`src/hw/hpb_pkg.sv`:
```
// package of constants shared by both ends of the host parallel bus port
package hpb_pkg;
    // bus geometry
    localparam int DATA_W = 16;
    localparam int ADDR_W = 4;
    localparam int NUM_REGS = 8;
    localparam int NUM_AXES = 4;
    // register reset value
    localparam logic [15:0] REG_RST = 16'h0000;
    // reset low must be seen on more than this many input clocks
    localparam int RESET_MIN_CYCLES = 4;
    // external interpolation pulse low time, more than this many clocks
    localparam int INTERP_LOW_CYCLES = 4;
    // busy window after a command write, in input clocks (one to four)
    localparam int BUSY_CYCLES = 4;
    // nominal reference clock for rate values, in MHz
    localparam int REF_CLOCK_MHZ = 16;
    // clock rate of this implementation, in MHz
    localparam int CLOCK_MHZ = 40;
    // index of the command register
    localparam logic [2:0] CMD_REG = 3'h0;
    // host strobe widths in clocks
    localparam int HOST_STROBE_CYCLES = 4;
    localparam int HOST_SETUP_CYCLES = 2;
    // bus sequencer states of the host end
    typedef enum logic [2:0] {
        HPB_IDLE,
        HPB_SETUP,
        HPB_STROBE,
        HPB_HOLD,
        HPB_RECOVER
    } hpb_host_state_t;
endpackage

```
`src/hw/hpb_if.sv`:
```
// pin bundle between the host end and the device end
`timescale 1ns/100ps
interface hpb_if;
    logic chip_select_n;
    logic read_strobe_n;
    logic write_strobe_n;
    logic [3:0] addr;
    logic bus_width_sel;
    logic hw_reset_low;
    logic ext_interp_pulse_n;
    // data bus as drive values and enables of both ends
    logic [15:0] data_from_host;
    logic data_host_oe;
    logic [15:0] data_from_dev;
    logic data_dev_oe;
    // device outputs
    logic cmd_busy_n;
    logic irq_out_n;
    logic irq_oe;
    logic sys_clock_out;

    modport device (
        input chip_select_n, read_strobe_n, write_strobe_n, addr,
        input bus_width_sel, hw_reset_low, ext_interp_pulse_n,
        input data_from_host, data_host_oe,
        output data_from_dev, data_dev_oe,
        output cmd_busy_n, irq_out_n, irq_oe, sys_clock_out
    );
    modport host (
        output chip_select_n, read_strobe_n, write_strobe_n, addr,
        output bus_width_sel, hw_reset_low, ext_interp_pulse_n,
        output data_from_host, data_host_oe,
        input data_from_dev, data_dev_oe,
        input cmd_busy_n, irq_out_n, irq_oe, sys_clock_out
    );
endinterface

```
`src/hw/hpb_device.sv`:
```
// device end: register port, reset, interpolation pulse, busy and irq pins
`timescale 1ns/100ps

module hpb_device #(
    parameter int NUM_REGS = hpb_pkg::NUM_REGS,
    parameter int NUM_AXES = hpb_pkg::NUM_AXES
) (
    // clock, reset, enable
    input wire logic i_clock,
    input wire logic i_sys_rst,
    input wire logic i_clk_en,
    // pins
    hpb_if.device bus,
    // user side: registers, interpolation and interrupt causes
    output logic [NUM_REGS*16-1:0] o_write_regs,
    input wire logic [NUM_REGS*16-1:0] i_read_regs,
    output logic o_cmd_strobe,
    input wire logic [NUM_AXES-1:0] i_interp_axes,
    output logic [NUM_AXES-1:0] o_axis_step,
    input wire logic [7:0] i_irq_cause,
    input wire logic [7:0] i_irq_enable,
    output logic o_in_reset,
    output logic [15:0] o_rate_scale
);
    // ------------------------------------------------------------
    // synchronisers
    // ------------------------------------------------------------
    // two stage sync
    logic [5:0] sync1, sync2, next_sync1, next_sync2;
    logic [15:0] data_s1, data_s2;
    logic [3:0] addr_s1, addr_s2;
    logic cs_n, rd_n, wr_n, pulse_n, rst_low, width16;

    always_comb begin
        next_sync1 = {bus.bus_width_sel, bus.hw_reset_low,
                      bus.ext_interp_pulse_n,
                      bus.write_strobe_n, bus.read_strobe_n,
                      bus.chip_select_n};
        next_sync2 = sync1;
    end

    always_ff @(posedge i_clock or posedge i_sys_rst) begin
        if (i_sys_rst) begin
            sync1 <= 6'h3f;
            sync2 <= 6'h3f;
            data_s1 <= 16'h0000;
            data_s2 <= 16'h0000;
            addr_s1 <= 4'h0;
            addr_s2 <= 4'h0;
        end else if (i_clk_en) begin
            sync1 <= next_sync1;
            sync2 <= next_sync2;
            data_s1 <= bus.data_from_host;
            data_s2 <= data_s1;
            addr_s1 <= bus.addr;
            addr_s2 <= addr_s1;
        end
    end

    assign cs_n = sync2[0];
    assign rd_n = sync2[1];
    assign wr_n = sync2[2];
    assign pulse_n = sync2[3];
    assign rst_low = sync2[4];
    // width select is a pin too; the host passes i_width16 straight through, unlatched
    assign width16 = sync2[5];

    // ------------------------------------------------------------
    // reset counter and interpolation filter
    // ------------------------------------------------------------
    logic [2:0] rst_cnt, next_rst_cnt;
    logic in_reset, next_in_reset;
    logic [2:0] filt, next_filt;
    logic pulse_f, next_pulse_f;
    logic [NUM_AXES-1:0] step, next_step;

    always_comb begin
        next_rst_cnt = rst_low ? 3'h0 :
            (rst_cnt == 3'(hpb_pkg::RESET_MIN_CYCLES)) ? rst_cnt :
            rst_cnt + 3'h1;
        next_in_reset = (!rst_low &&
            rst_cnt == 3'(hpb_pkg::RESET_MIN_CYCLES)) ? 1'b1 :
            (rst_low ? 1'b0 : in_reset);
        next_filt = filt;
        if (!pulse_n && filt != 3'h0)
            next_filt = filt - 3'h1;
        else if (pulse_n && filt != 3'(hpb_pkg::INTERP_LOW_CYCLES))
            next_filt = filt + 3'h1;
        next_pulse_f = (filt == 3'h0) ? 1'b0 :
            (filt == 3'(hpb_pkg::INTERP_LOW_CYCLES)) ? 1'b1 : pulse_f;
        next_step = (pulse_f && !next_pulse_f && !in_reset) ?
            i_interp_axes : '0;
    end

    always_ff @(posedge i_clock or posedge i_sys_rst) begin
        if (i_sys_rst) begin
            rst_cnt <= 3'h0;
            in_reset <= 1'b0;
            filt <= 3'(hpb_pkg::INTERP_LOW_CYCLES);
            pulse_f <= 1'b1;
            step <= '0;
        end else if (i_clk_en) begin
            rst_cnt <= next_rst_cnt;
            in_reset <= next_in_reset;
            filt <= next_filt;
            pulse_f <= next_pulse_f;
            step <= next_step;
        end
    end

    // ------------------------------------------------------------
    // register writes, busy window, half rate clock
    // ------------------------------------------------------------
    logic [15:0] regs [NUM_REGS];
    logic [15:0] next_regs [NUM_REGS];
    logic wr_d, next_wr_d;
    logic [2:0] busy_cnt, next_busy_cnt;
    logic cmd, next_cmd;
    logic half, next_half;
    logic [2:0] idx;
    logic hi_byte;
    logic wr_rise;

    assign idx = width16 ? addr_s2[2:0] : {addr_s2[3], addr_s2[2:1]};
    // odd byte location is high byte
    assign hi_byte = !width16 && addr_s2[0];
    assign wr_rise = wr_n && !wr_d && !cs_n;

    always_comb begin
        for (int k = 0; k < NUM_REGS; k++)
            next_regs[k] = in_reset ? hpb_pkg::REG_RST : regs[k];
        next_cmd = 1'b0;
        // command writes blocked while busy
        if (wr_rise && !in_reset &&
            !(idx == hpb_pkg::CMD_REG && busy_cnt != 3'h0)) begin
            if (width16)
                next_regs[idx] = data_s2;
            else if (hi_byte)
                next_regs[idx][15:8] = data_s2[7:0];
            else
                next_regs[idx][7:0] = data_s2[7:0];
            next_cmd = (idx == hpb_pkg::CMD_REG) && (width16 || hi_byte);
        end
        next_wr_d = wr_n;
        if (next_cmd)
            next_busy_cnt = 3'(hpb_pkg::BUSY_CYCLES);
        else if (busy_cnt != 3'h0)
            next_busy_cnt = busy_cnt - 3'h1;
        else
            next_busy_cnt = 3'h0;
        next_half = (in_reset || next_in_reset) ? 1'b0 : !half;
    end

    always_ff @(posedge i_clock or posedge i_sys_rst) begin
        if (i_sys_rst) begin
            for (int k = 0; k < NUM_REGS; k++)
                regs[k] <= hpb_pkg::REG_RST;
            wr_d <= 1'b1;
            busy_cnt <= 3'h0;
            cmd <= 1'b0;
            half <= 1'b0;
        end else if (i_clk_en) begin
            regs <= next_regs;
            wr_d <= next_wr_d;
            busy_cnt <= next_busy_cnt;
            cmd <= next_cmd;
            half <= next_half;
        end
    end

    // ------------------------------------------------------------
    // read path and outputs
    // ------------------------------------------------------------
    logic [15:0] rd_word;
    logic [15:0] rd_data, next_rd_data;

    // flatten registers to the user side
    genvar g;
    generate
        for (g = 0; g < NUM_REGS; g++) begin : g_flat
            assign o_write_regs[g*16 +: 16] = regs[g];
        end
    endgenerate

    always_comb begin
        rd_word = i_read_regs[idx*16 +: 16];
        // word or byte on low lines
        if (width16)
            next_rd_data = rd_word;
        else
            next_rd_data = {8'h00, hi_byte ? rd_word[15:8] : rd_word[7:0]};
    end

    always_ff @(posedge i_clock or posedge i_sys_rst) begin
        if (i_sys_rst)
            rd_data <= 16'h0000;
        else if (i_clk_en)
            rd_data <= next_rd_data;
    end

    // drive only with select and read low
    assign bus.data_dev_oe = !bus.chip_select_n && !bus.read_strobe_n;
    assign bus.data_from_dev = rd_data;
    assign bus.cmd_busy_n = (busy_cnt == 3'h0);
    // irq low while pending outside pin reset, otherwise released
    assign bus.irq_oe = |(i_irq_cause & i_irq_enable) && !in_reset;
    assign bus.irq_out_n = 1'b0;
    assign bus.sys_clock_out = half;
    assign o_cmd_strobe = cmd;
    assign o_axis_step = step;
    assign o_in_reset = in_reset;
    // rate scale, reference over actual clock in 8.8 form
    assign o_rate_scale = 16'((hpb_pkg::REF_CLOCK_MHZ * 256) /
        hpb_pkg::CLOCK_MHZ);
endmodule

```
`src/flat_wrapper.sv`:
```
// flat-port wrapper written by rule: the top's interface ports become plain ports
module hpb_device_flat 
#(
    parameter int NUM_REGS = hpb_pkg::NUM_REGS,
    parameter int NUM_AXES = hpb_pkg::NUM_AXES
)
  (i_clock, i_sys_rst, i_clk_en, o_write_regs, i_read_regs, o_cmd_strobe, i_interp_axes, o_axis_step, i_irq_cause, i_irq_enable, o_in_reset, o_rate_scale, bus_chip_select_n, bus_read_strobe_n, bus_write_strobe_n, bus_addr, bus_bus_width_sel, bus_hw_reset_low, bus_ext_interp_pulse_n, bus_data_from_host, bus_data_host_oe, bus_data_from_dev, bus_data_dev_oe, bus_cmd_busy_n, bus_irq_out_n, bus_irq_oe, bus_sys_clock_out);
  hpb_if bus_i ();
  input wire logic i_clock;
  input wire logic i_sys_rst;
  input wire logic i_clk_en;
  output logic [NUM_REGS*16-1:0] o_write_regs;
  input wire logic [NUM_REGS*16-1:0] i_read_regs;
  output logic o_cmd_strobe;
  input wire logic [NUM_AXES-1:0] i_interp_axes;
  output logic [NUM_AXES-1:0] o_axis_step;
  input wire logic [7:0] i_irq_cause;
  input wire logic [7:0] i_irq_enable;
  output logic o_in_reset;
  output logic [15:0] o_rate_scale;
  input wire logic [$bits(bus_i.chip_select_n)-1:0] bus_chip_select_n;
  input wire logic [$bits(bus_i.read_strobe_n)-1:0] bus_read_strobe_n;
  input wire logic [$bits(bus_i.write_strobe_n)-1:0] bus_write_strobe_n;
  input wire logic [$bits(bus_i.addr)-1:0] bus_addr;
  input wire logic [$bits(bus_i.bus_width_sel)-1:0] bus_bus_width_sel;
  input wire logic [$bits(bus_i.hw_reset_low)-1:0] bus_hw_reset_low;
  input wire logic [$bits(bus_i.ext_interp_pulse_n)-1:0] bus_ext_interp_pulse_n;
  input wire logic [$bits(bus_i.data_from_host)-1:0] bus_data_from_host;
  input wire logic [$bits(bus_i.data_host_oe)-1:0] bus_data_host_oe;
  output wire logic [$bits(bus_i.data_from_dev)-1:0] bus_data_from_dev;
  output wire logic [$bits(bus_i.data_dev_oe)-1:0] bus_data_dev_oe;
  output wire logic [$bits(bus_i.cmd_busy_n)-1:0] bus_cmd_busy_n;
  output wire logic [$bits(bus_i.irq_out_n)-1:0] bus_irq_out_n;
  output wire logic [$bits(bus_i.irq_oe)-1:0] bus_irq_oe;
  output wire logic [$bits(bus_i.sys_clock_out)-1:0] bus_sys_clock_out;
  assign bus_i.chip_select_n = bus_chip_select_n;
  assign bus_i.read_strobe_n = bus_read_strobe_n;
  assign bus_i.write_strobe_n = bus_write_strobe_n;
  assign bus_i.addr = bus_addr;
  assign bus_i.bus_width_sel = bus_bus_width_sel;
  assign bus_i.hw_reset_low = bus_hw_reset_low;
  assign bus_i.ext_interp_pulse_n = bus_ext_interp_pulse_n;
  assign bus_i.data_from_host = bus_data_from_host;
  assign bus_i.data_host_oe = bus_data_host_oe;
  assign bus_data_from_dev = bus_i.data_from_dev;
  assign bus_data_dev_oe = bus_i.data_dev_oe;
  assign bus_cmd_busy_n = bus_i.cmd_busy_n;
  assign bus_irq_out_n = bus_i.irq_out_n;
  assign bus_irq_oe = bus_i.irq_oe;
  assign bus_sys_clock_out = bus_i.sys_clock_out;
  hpb_device #(.NUM_REGS(NUM_REGS), .NUM_AXES(NUM_AXES)) u_core (.i_clock(i_clock), .i_sys_rst(i_sys_rst), .i_clk_en(i_clk_en), .bus(bus_i), .o_write_regs(o_write_regs), .i_read_regs(i_read_regs), .o_cmd_strobe(o_cmd_strobe), .i_interp_axes(i_interp_axes), .o_axis_step(o_axis_step), .i_irq_cause(i_irq_cause), .i_irq_enable(i_irq_enable), .o_in_reset(o_in_reset), .o_rate_scale(o_rate_scale));
endmodule
```
`config.mk`:
```
export PLATFORM = sky130hd
export DESIGN_NAME = hpb_device_flat
export DESIGN_NICKNAME = d
export VERILOG_FILES = /design/src/hw/hpb_pkg.sv /design/src/hw/hpb_if.sv /design/src/hw/hpb_device.sv /design/src/flat_wrapper.sv
export SDC_FILE = /design/constraint.sdc
export NUM_CORES = 1
export LEC_CHECK = 0
export BUFFER_PORTS_ARGS = -buffer_cell sky130_fd_sc_hd__buf_2
export CORE_ASPECT_RATIO = 0.6
export CORE_MARGIN = 5
export CORE_UTILIZATION = 51
export CTS_BUF_LIST = sky130_fd_sc_hd__clkbuf_4 sky130_fd_sc_hd__clkbuf_8
export DETAILED_ROUTE_END_ITERATION = 10
export PLACE_DENSITY = 0.82
export REMOVE_ABC_BUFFERS = 1
export SETUP_SLACK_MARGIN = 0.15
export SLEW_MARGIN = 40
export SYNTH_ARGS = -nofsm -noshare
export SYNTH_HDL_FRONTEND = slang
export SYNTH_SLANG_ARGS = --single-unit
export TNS_END_PERCENT = 100
```
`constraint.sdc`:
```
create_clock -name i_clock -period 9.1 [get_ports i_clock]
set_input_delay 1.365 -clock i_clock [delete_from_list [all_inputs] [get_ports i_clock]]
set_output_delay 1.365 -clock i_clock [all_outputs]
set_load 0.01 [all_outputs]
```
==> impl_metrics.toml <==
[place]
place.gp.congestion = 0.936
placement.io_buffers = 330
placement.setup.worst_slack_ns = 5.57
hpwlAfterDp_microns = 22900
placed_area_sq_mm = 0.0112

[sta]
achievable-frequency_mhz = 303
max-slew-margin-rel = 0.399
setup-tns-final_ns = 0
grt_setup_unrepaired = "false"
worst_case_hold_slack_ns = 0.485
final.period_utilization = 0.362
count_of_pins_over_their_slew_limit = 0
timing.final.setup_violations = 0
finalCriticalPeriod_ns = 3.30
worstMarginPinSlew_ns = 0.899
hold_viol_final = 0
worst_clock_skew_ns = 0.0332
final_critical_path_setup_slack_ns = 5.80

[cells_and_area]
n_fill_cell = 1461
regArea_sq_mm = 0.00532
final_util = 0.659
fin_area_sq_mm = 0.0120
multi_input_area_sq_mm = 0.00387
finish.net_count = 1281
fraction_of_final_layout_cells_with_drive_strength_greater_than_1 = 0.433
areaGrowthSynthToFinish_pct = 26.2

[synthesis]
synth_seq_area_share = 0.560
synth.avg_cell_area_sq_um = 12.1
post_synth_edffs = 0
synthCells = 783
mappedNetlistArea_sq_mm = 0.00951
synthArstFlopShare = 1.00
synth.yosys.warnings = 0
synth.distinct_cells = 64
ys_ff_latch = 212
synth_flop_cell = "sky130_fd_sc_hd__dfrtp_1"

[setup_path]
rrSetupSlack_ns = 6.22
worstPathMaxFanout = 1
critPathRequiredTime_ns = 7.74
worstSetupPathType = "in2out"
worst-endpoint-arrival_ns = 1.93
endpoint_kind = "primary output"
worst_setup_path_start_kind = "input pin"

[status]
outcome = "complete, no violations"

[die]
die_h_microns = 116
top_level_ports = 349
initial_utilization = 0.522
design.core.area_sq_mm = 0.0182
die-width_microns = 186
fp-row-count = 38
die_area_sq_mm = 0.0216

[routing]
drcViolationCount = 0
routed_wl_microns = 31600
via_count = 8254
drt_iter0_markers = 701
route.detailed.vias_per_inst = 6.01
wl_per_cell_microns = 23.0
drt_pass1_iterations = 5
postRouteAntennaNets = 0

[clock_tree]
postCtsSetupRepairBufs = 0
cts-htree-levels = 1
tritoncts = "yes"
hold_bufs_inserted_after_cts = 0
cts_repair_resize_count = 0
clk_latency_worst_skew_pair_ns = 0.58
max-clock-path-buffers = 3
cts_inserted_buffers = 30
clock_sinks = 212
clk_transition_reported_paths_ns = 0.06
clock-root-buffer = "sky130_fd_sc_hd__clkbuf_8"

[global_routing]
grt_start_max_net_pins = 129
grt.overflow.total = 0
grt.total_usage = 0.282
grt_first_pass_wirelength_microns = 46900
grt_antenna_before_repair = 10
vias_in_the_first_global_route = 8267

[flow_run]
maxCapViolations = 0

[pwr]
netSwitchingPower_mw = 1.07
internal_power_mw = 2.10
p_seq_frac = 0.433
power_switching_share = 0.338
clockPowerShare = 0.273
p_per_area_mw_per_mm2 = 264
power.static_leakage_nw = 5.90
worst_vdd_rail_ir_drop_uv = 131
pwr-share-comb = 0.295

[min_path]
min-delay-path-class = "reg2reg"
-- path summary, 6_finish.rpt --
path	startpoint	to	depth (start not counted)
worst max-delay path	i_irq_cause[5]	bus_irq_oe	4
worst min-delay path	u_core.o_write_regs[87]	u_core.o_write_regs[87]	1
worst max register to register	u_core.sync2[5]	u_core.o_write_regs[76]	5
worst min register to register	u_core.o_write_regs[87]	u_core.o_write_regs[87]	1
max in group asynchronous	i_sys_rst	u_core.addr_s2[1]	3
min in group asynchronous	i_sys_rst	u_core.data_s1[5]	2
-- critical path: stages --
cell and delay [ns]:
sky130_fd_sc_hd__buf_2 0.09, sky130_fd_sc_hd__a22oi_1 0.19, sky130_fd_sc_hd__a41oi_1 0.13, sky130_fd_sc_hd__buf_2 0.16
-- cell families after synthesis --
kind of cell | Yosys count | share of synthesized area
compound gates | 284 | 0.230
buf+inv | 78 | 0.0441
flops | 212 | 0.560
fa+ha+maj | 3 | 0.00474
simple gates | 141 | 0.0875
other cells | 2 | 0.000790
xor+xnor | 1 | 0.000921
mux | 62 | 0.0727
-- layout by cell type, fill, tap and decap left out, drive strengths merged, types with 11 or more instances in the layout --
cell type	n
a21oi	32
o21ai	42
dfstp	13
o2bb2ai	81
a22o	76
inv	11
nand2	33
nor2	35
buf	336
clkbuf	43
conb	17
dfrtp	199
mux2	53
a22oi	33
-- flip-flops by register name, summed over array words and instances (netlist names), 4 cells and up --
signal	cells
u_core.data_s2	16
u_core.addr_s2	4
u_core.o_axis_step	4
u_core.bus.data_from_dev	16
u_core.o_write_regs	128
u_core.sync2	5
u_core.next_sync2	5
u_core.data_s1	16
u_core.addr_s1	4
-- metrics by stage --
| step | cells | power, mW |
|---|---|---|
| floorplan | 731 | 1.86 |
| global placement | 1308 | 2.28 |
| detailed placement | 1308 | 2.31 |
| CTS | 1364 | 3.18 |
| global route | 1373 | 3.33 |
| finish | 1373 | 3.17 |
-- final cells by class --
class / instances / share of cell area
diodes: 9 / 0.00188
clock buffers: 42 / 0.0461
clock inverters: 14 / 0.0137
inverters: 11 / 0.00448
multi-input cells: 508 / 0.322
flip-flops and latches: 212 / 0.444
well taps: 240 / 0.0250
repair buffers: 337 / 0.143
-- layer usage --
metal,vias up,track usage,share of wire
met5,-,0,0
met4,0,0.0873,0.021
met3,56,0.0678,0.10
met2,453,0.446,0.47
met1,4132,0.392,0.40
li1,3613,-,-
-- power groups by stage --
stage          combinational [mW]  clock [mW]  sequential [mW]
2_1_floorplan               0.420           0             1.44
6_report                    0.933       0.863             1.37
4_1_cts                     0.936       0.876             1.36
3_5_place_dp                0.934           0             1.37
3_3_place_gp                0.908           0             1.37
5_1_grt                      1.01       0.920             1.40
-- synthesized netlist by cell type, types with 3 or more instances --
library cell / n / area, sq um
sky130_fd_sc_hd__dfrtp_1: 199 / 4980
sky130_fd_sc_hd__o2bb2ai_1: 81 / 709
sky130_fd_sc_hd__a22o_1: 76 / 666
sky130_fd_sc_hd__mux2_2: 52 / 586
sky130_fd_sc_hd__nor2_1: 34 / 128
sky130_fd_sc_hd__a22oi_1: 33 / 248
sky130_fd_sc_hd__nand2_1: 32 / 120
sky130_fd_sc_hd__a21oi_1: 31 / 155
sky130_fd_sc_hd__o21ai_0: 28 / 140
sky130_fd_sc_hd__buf_4: 20 / 150
sky130_fd_sc_hd__clkbuf_1: 20 / 75.1
sky130_fd_sc_hd__buf_2: 17 / 85.1
sky130_fd_sc_hd__dfstp_2: 13 / 342
sky130_fd_sc_hd__inv_1: 11 / 41.3
sky130_fd_sc_hd__mux2i_1: 9 / 90.1
sky130_fd_sc_hd__nand4_1: 9 / 56.3
sky130_fd_sc_hd__o21ai_1: 9 / 45.0
sky130_fd_sc_hd__and3_1: 8 / 50.1
sky130_fd_sc_hd__nand2b_1: 8 / 50.1
sky130_fd_sc_hd__nor3b_1: 8 / 60.1
sky130_fd_sc_hd__o32ai_1: 8 / 70.1
sky130_fd_sc_hd__and4_1: 7 / 61.3
sky130_fd_sc_hd__buf_1: 6 / 22.5
sky130_fd_sc_hd__o21ai_2: 5 / 43.8
sky130_fd_sc_hd__buf_6: 4 / 45.0
sky130_fd_sc_hd__or2_2: 4 / 25.0
sky130_fd_sc_hd__nand3_1: 3 / 15.0
sky130_fd_sc_hd__nor2b_1: 3 / 18.8
No activity file was read; power rests on OpenSTA's default activity.
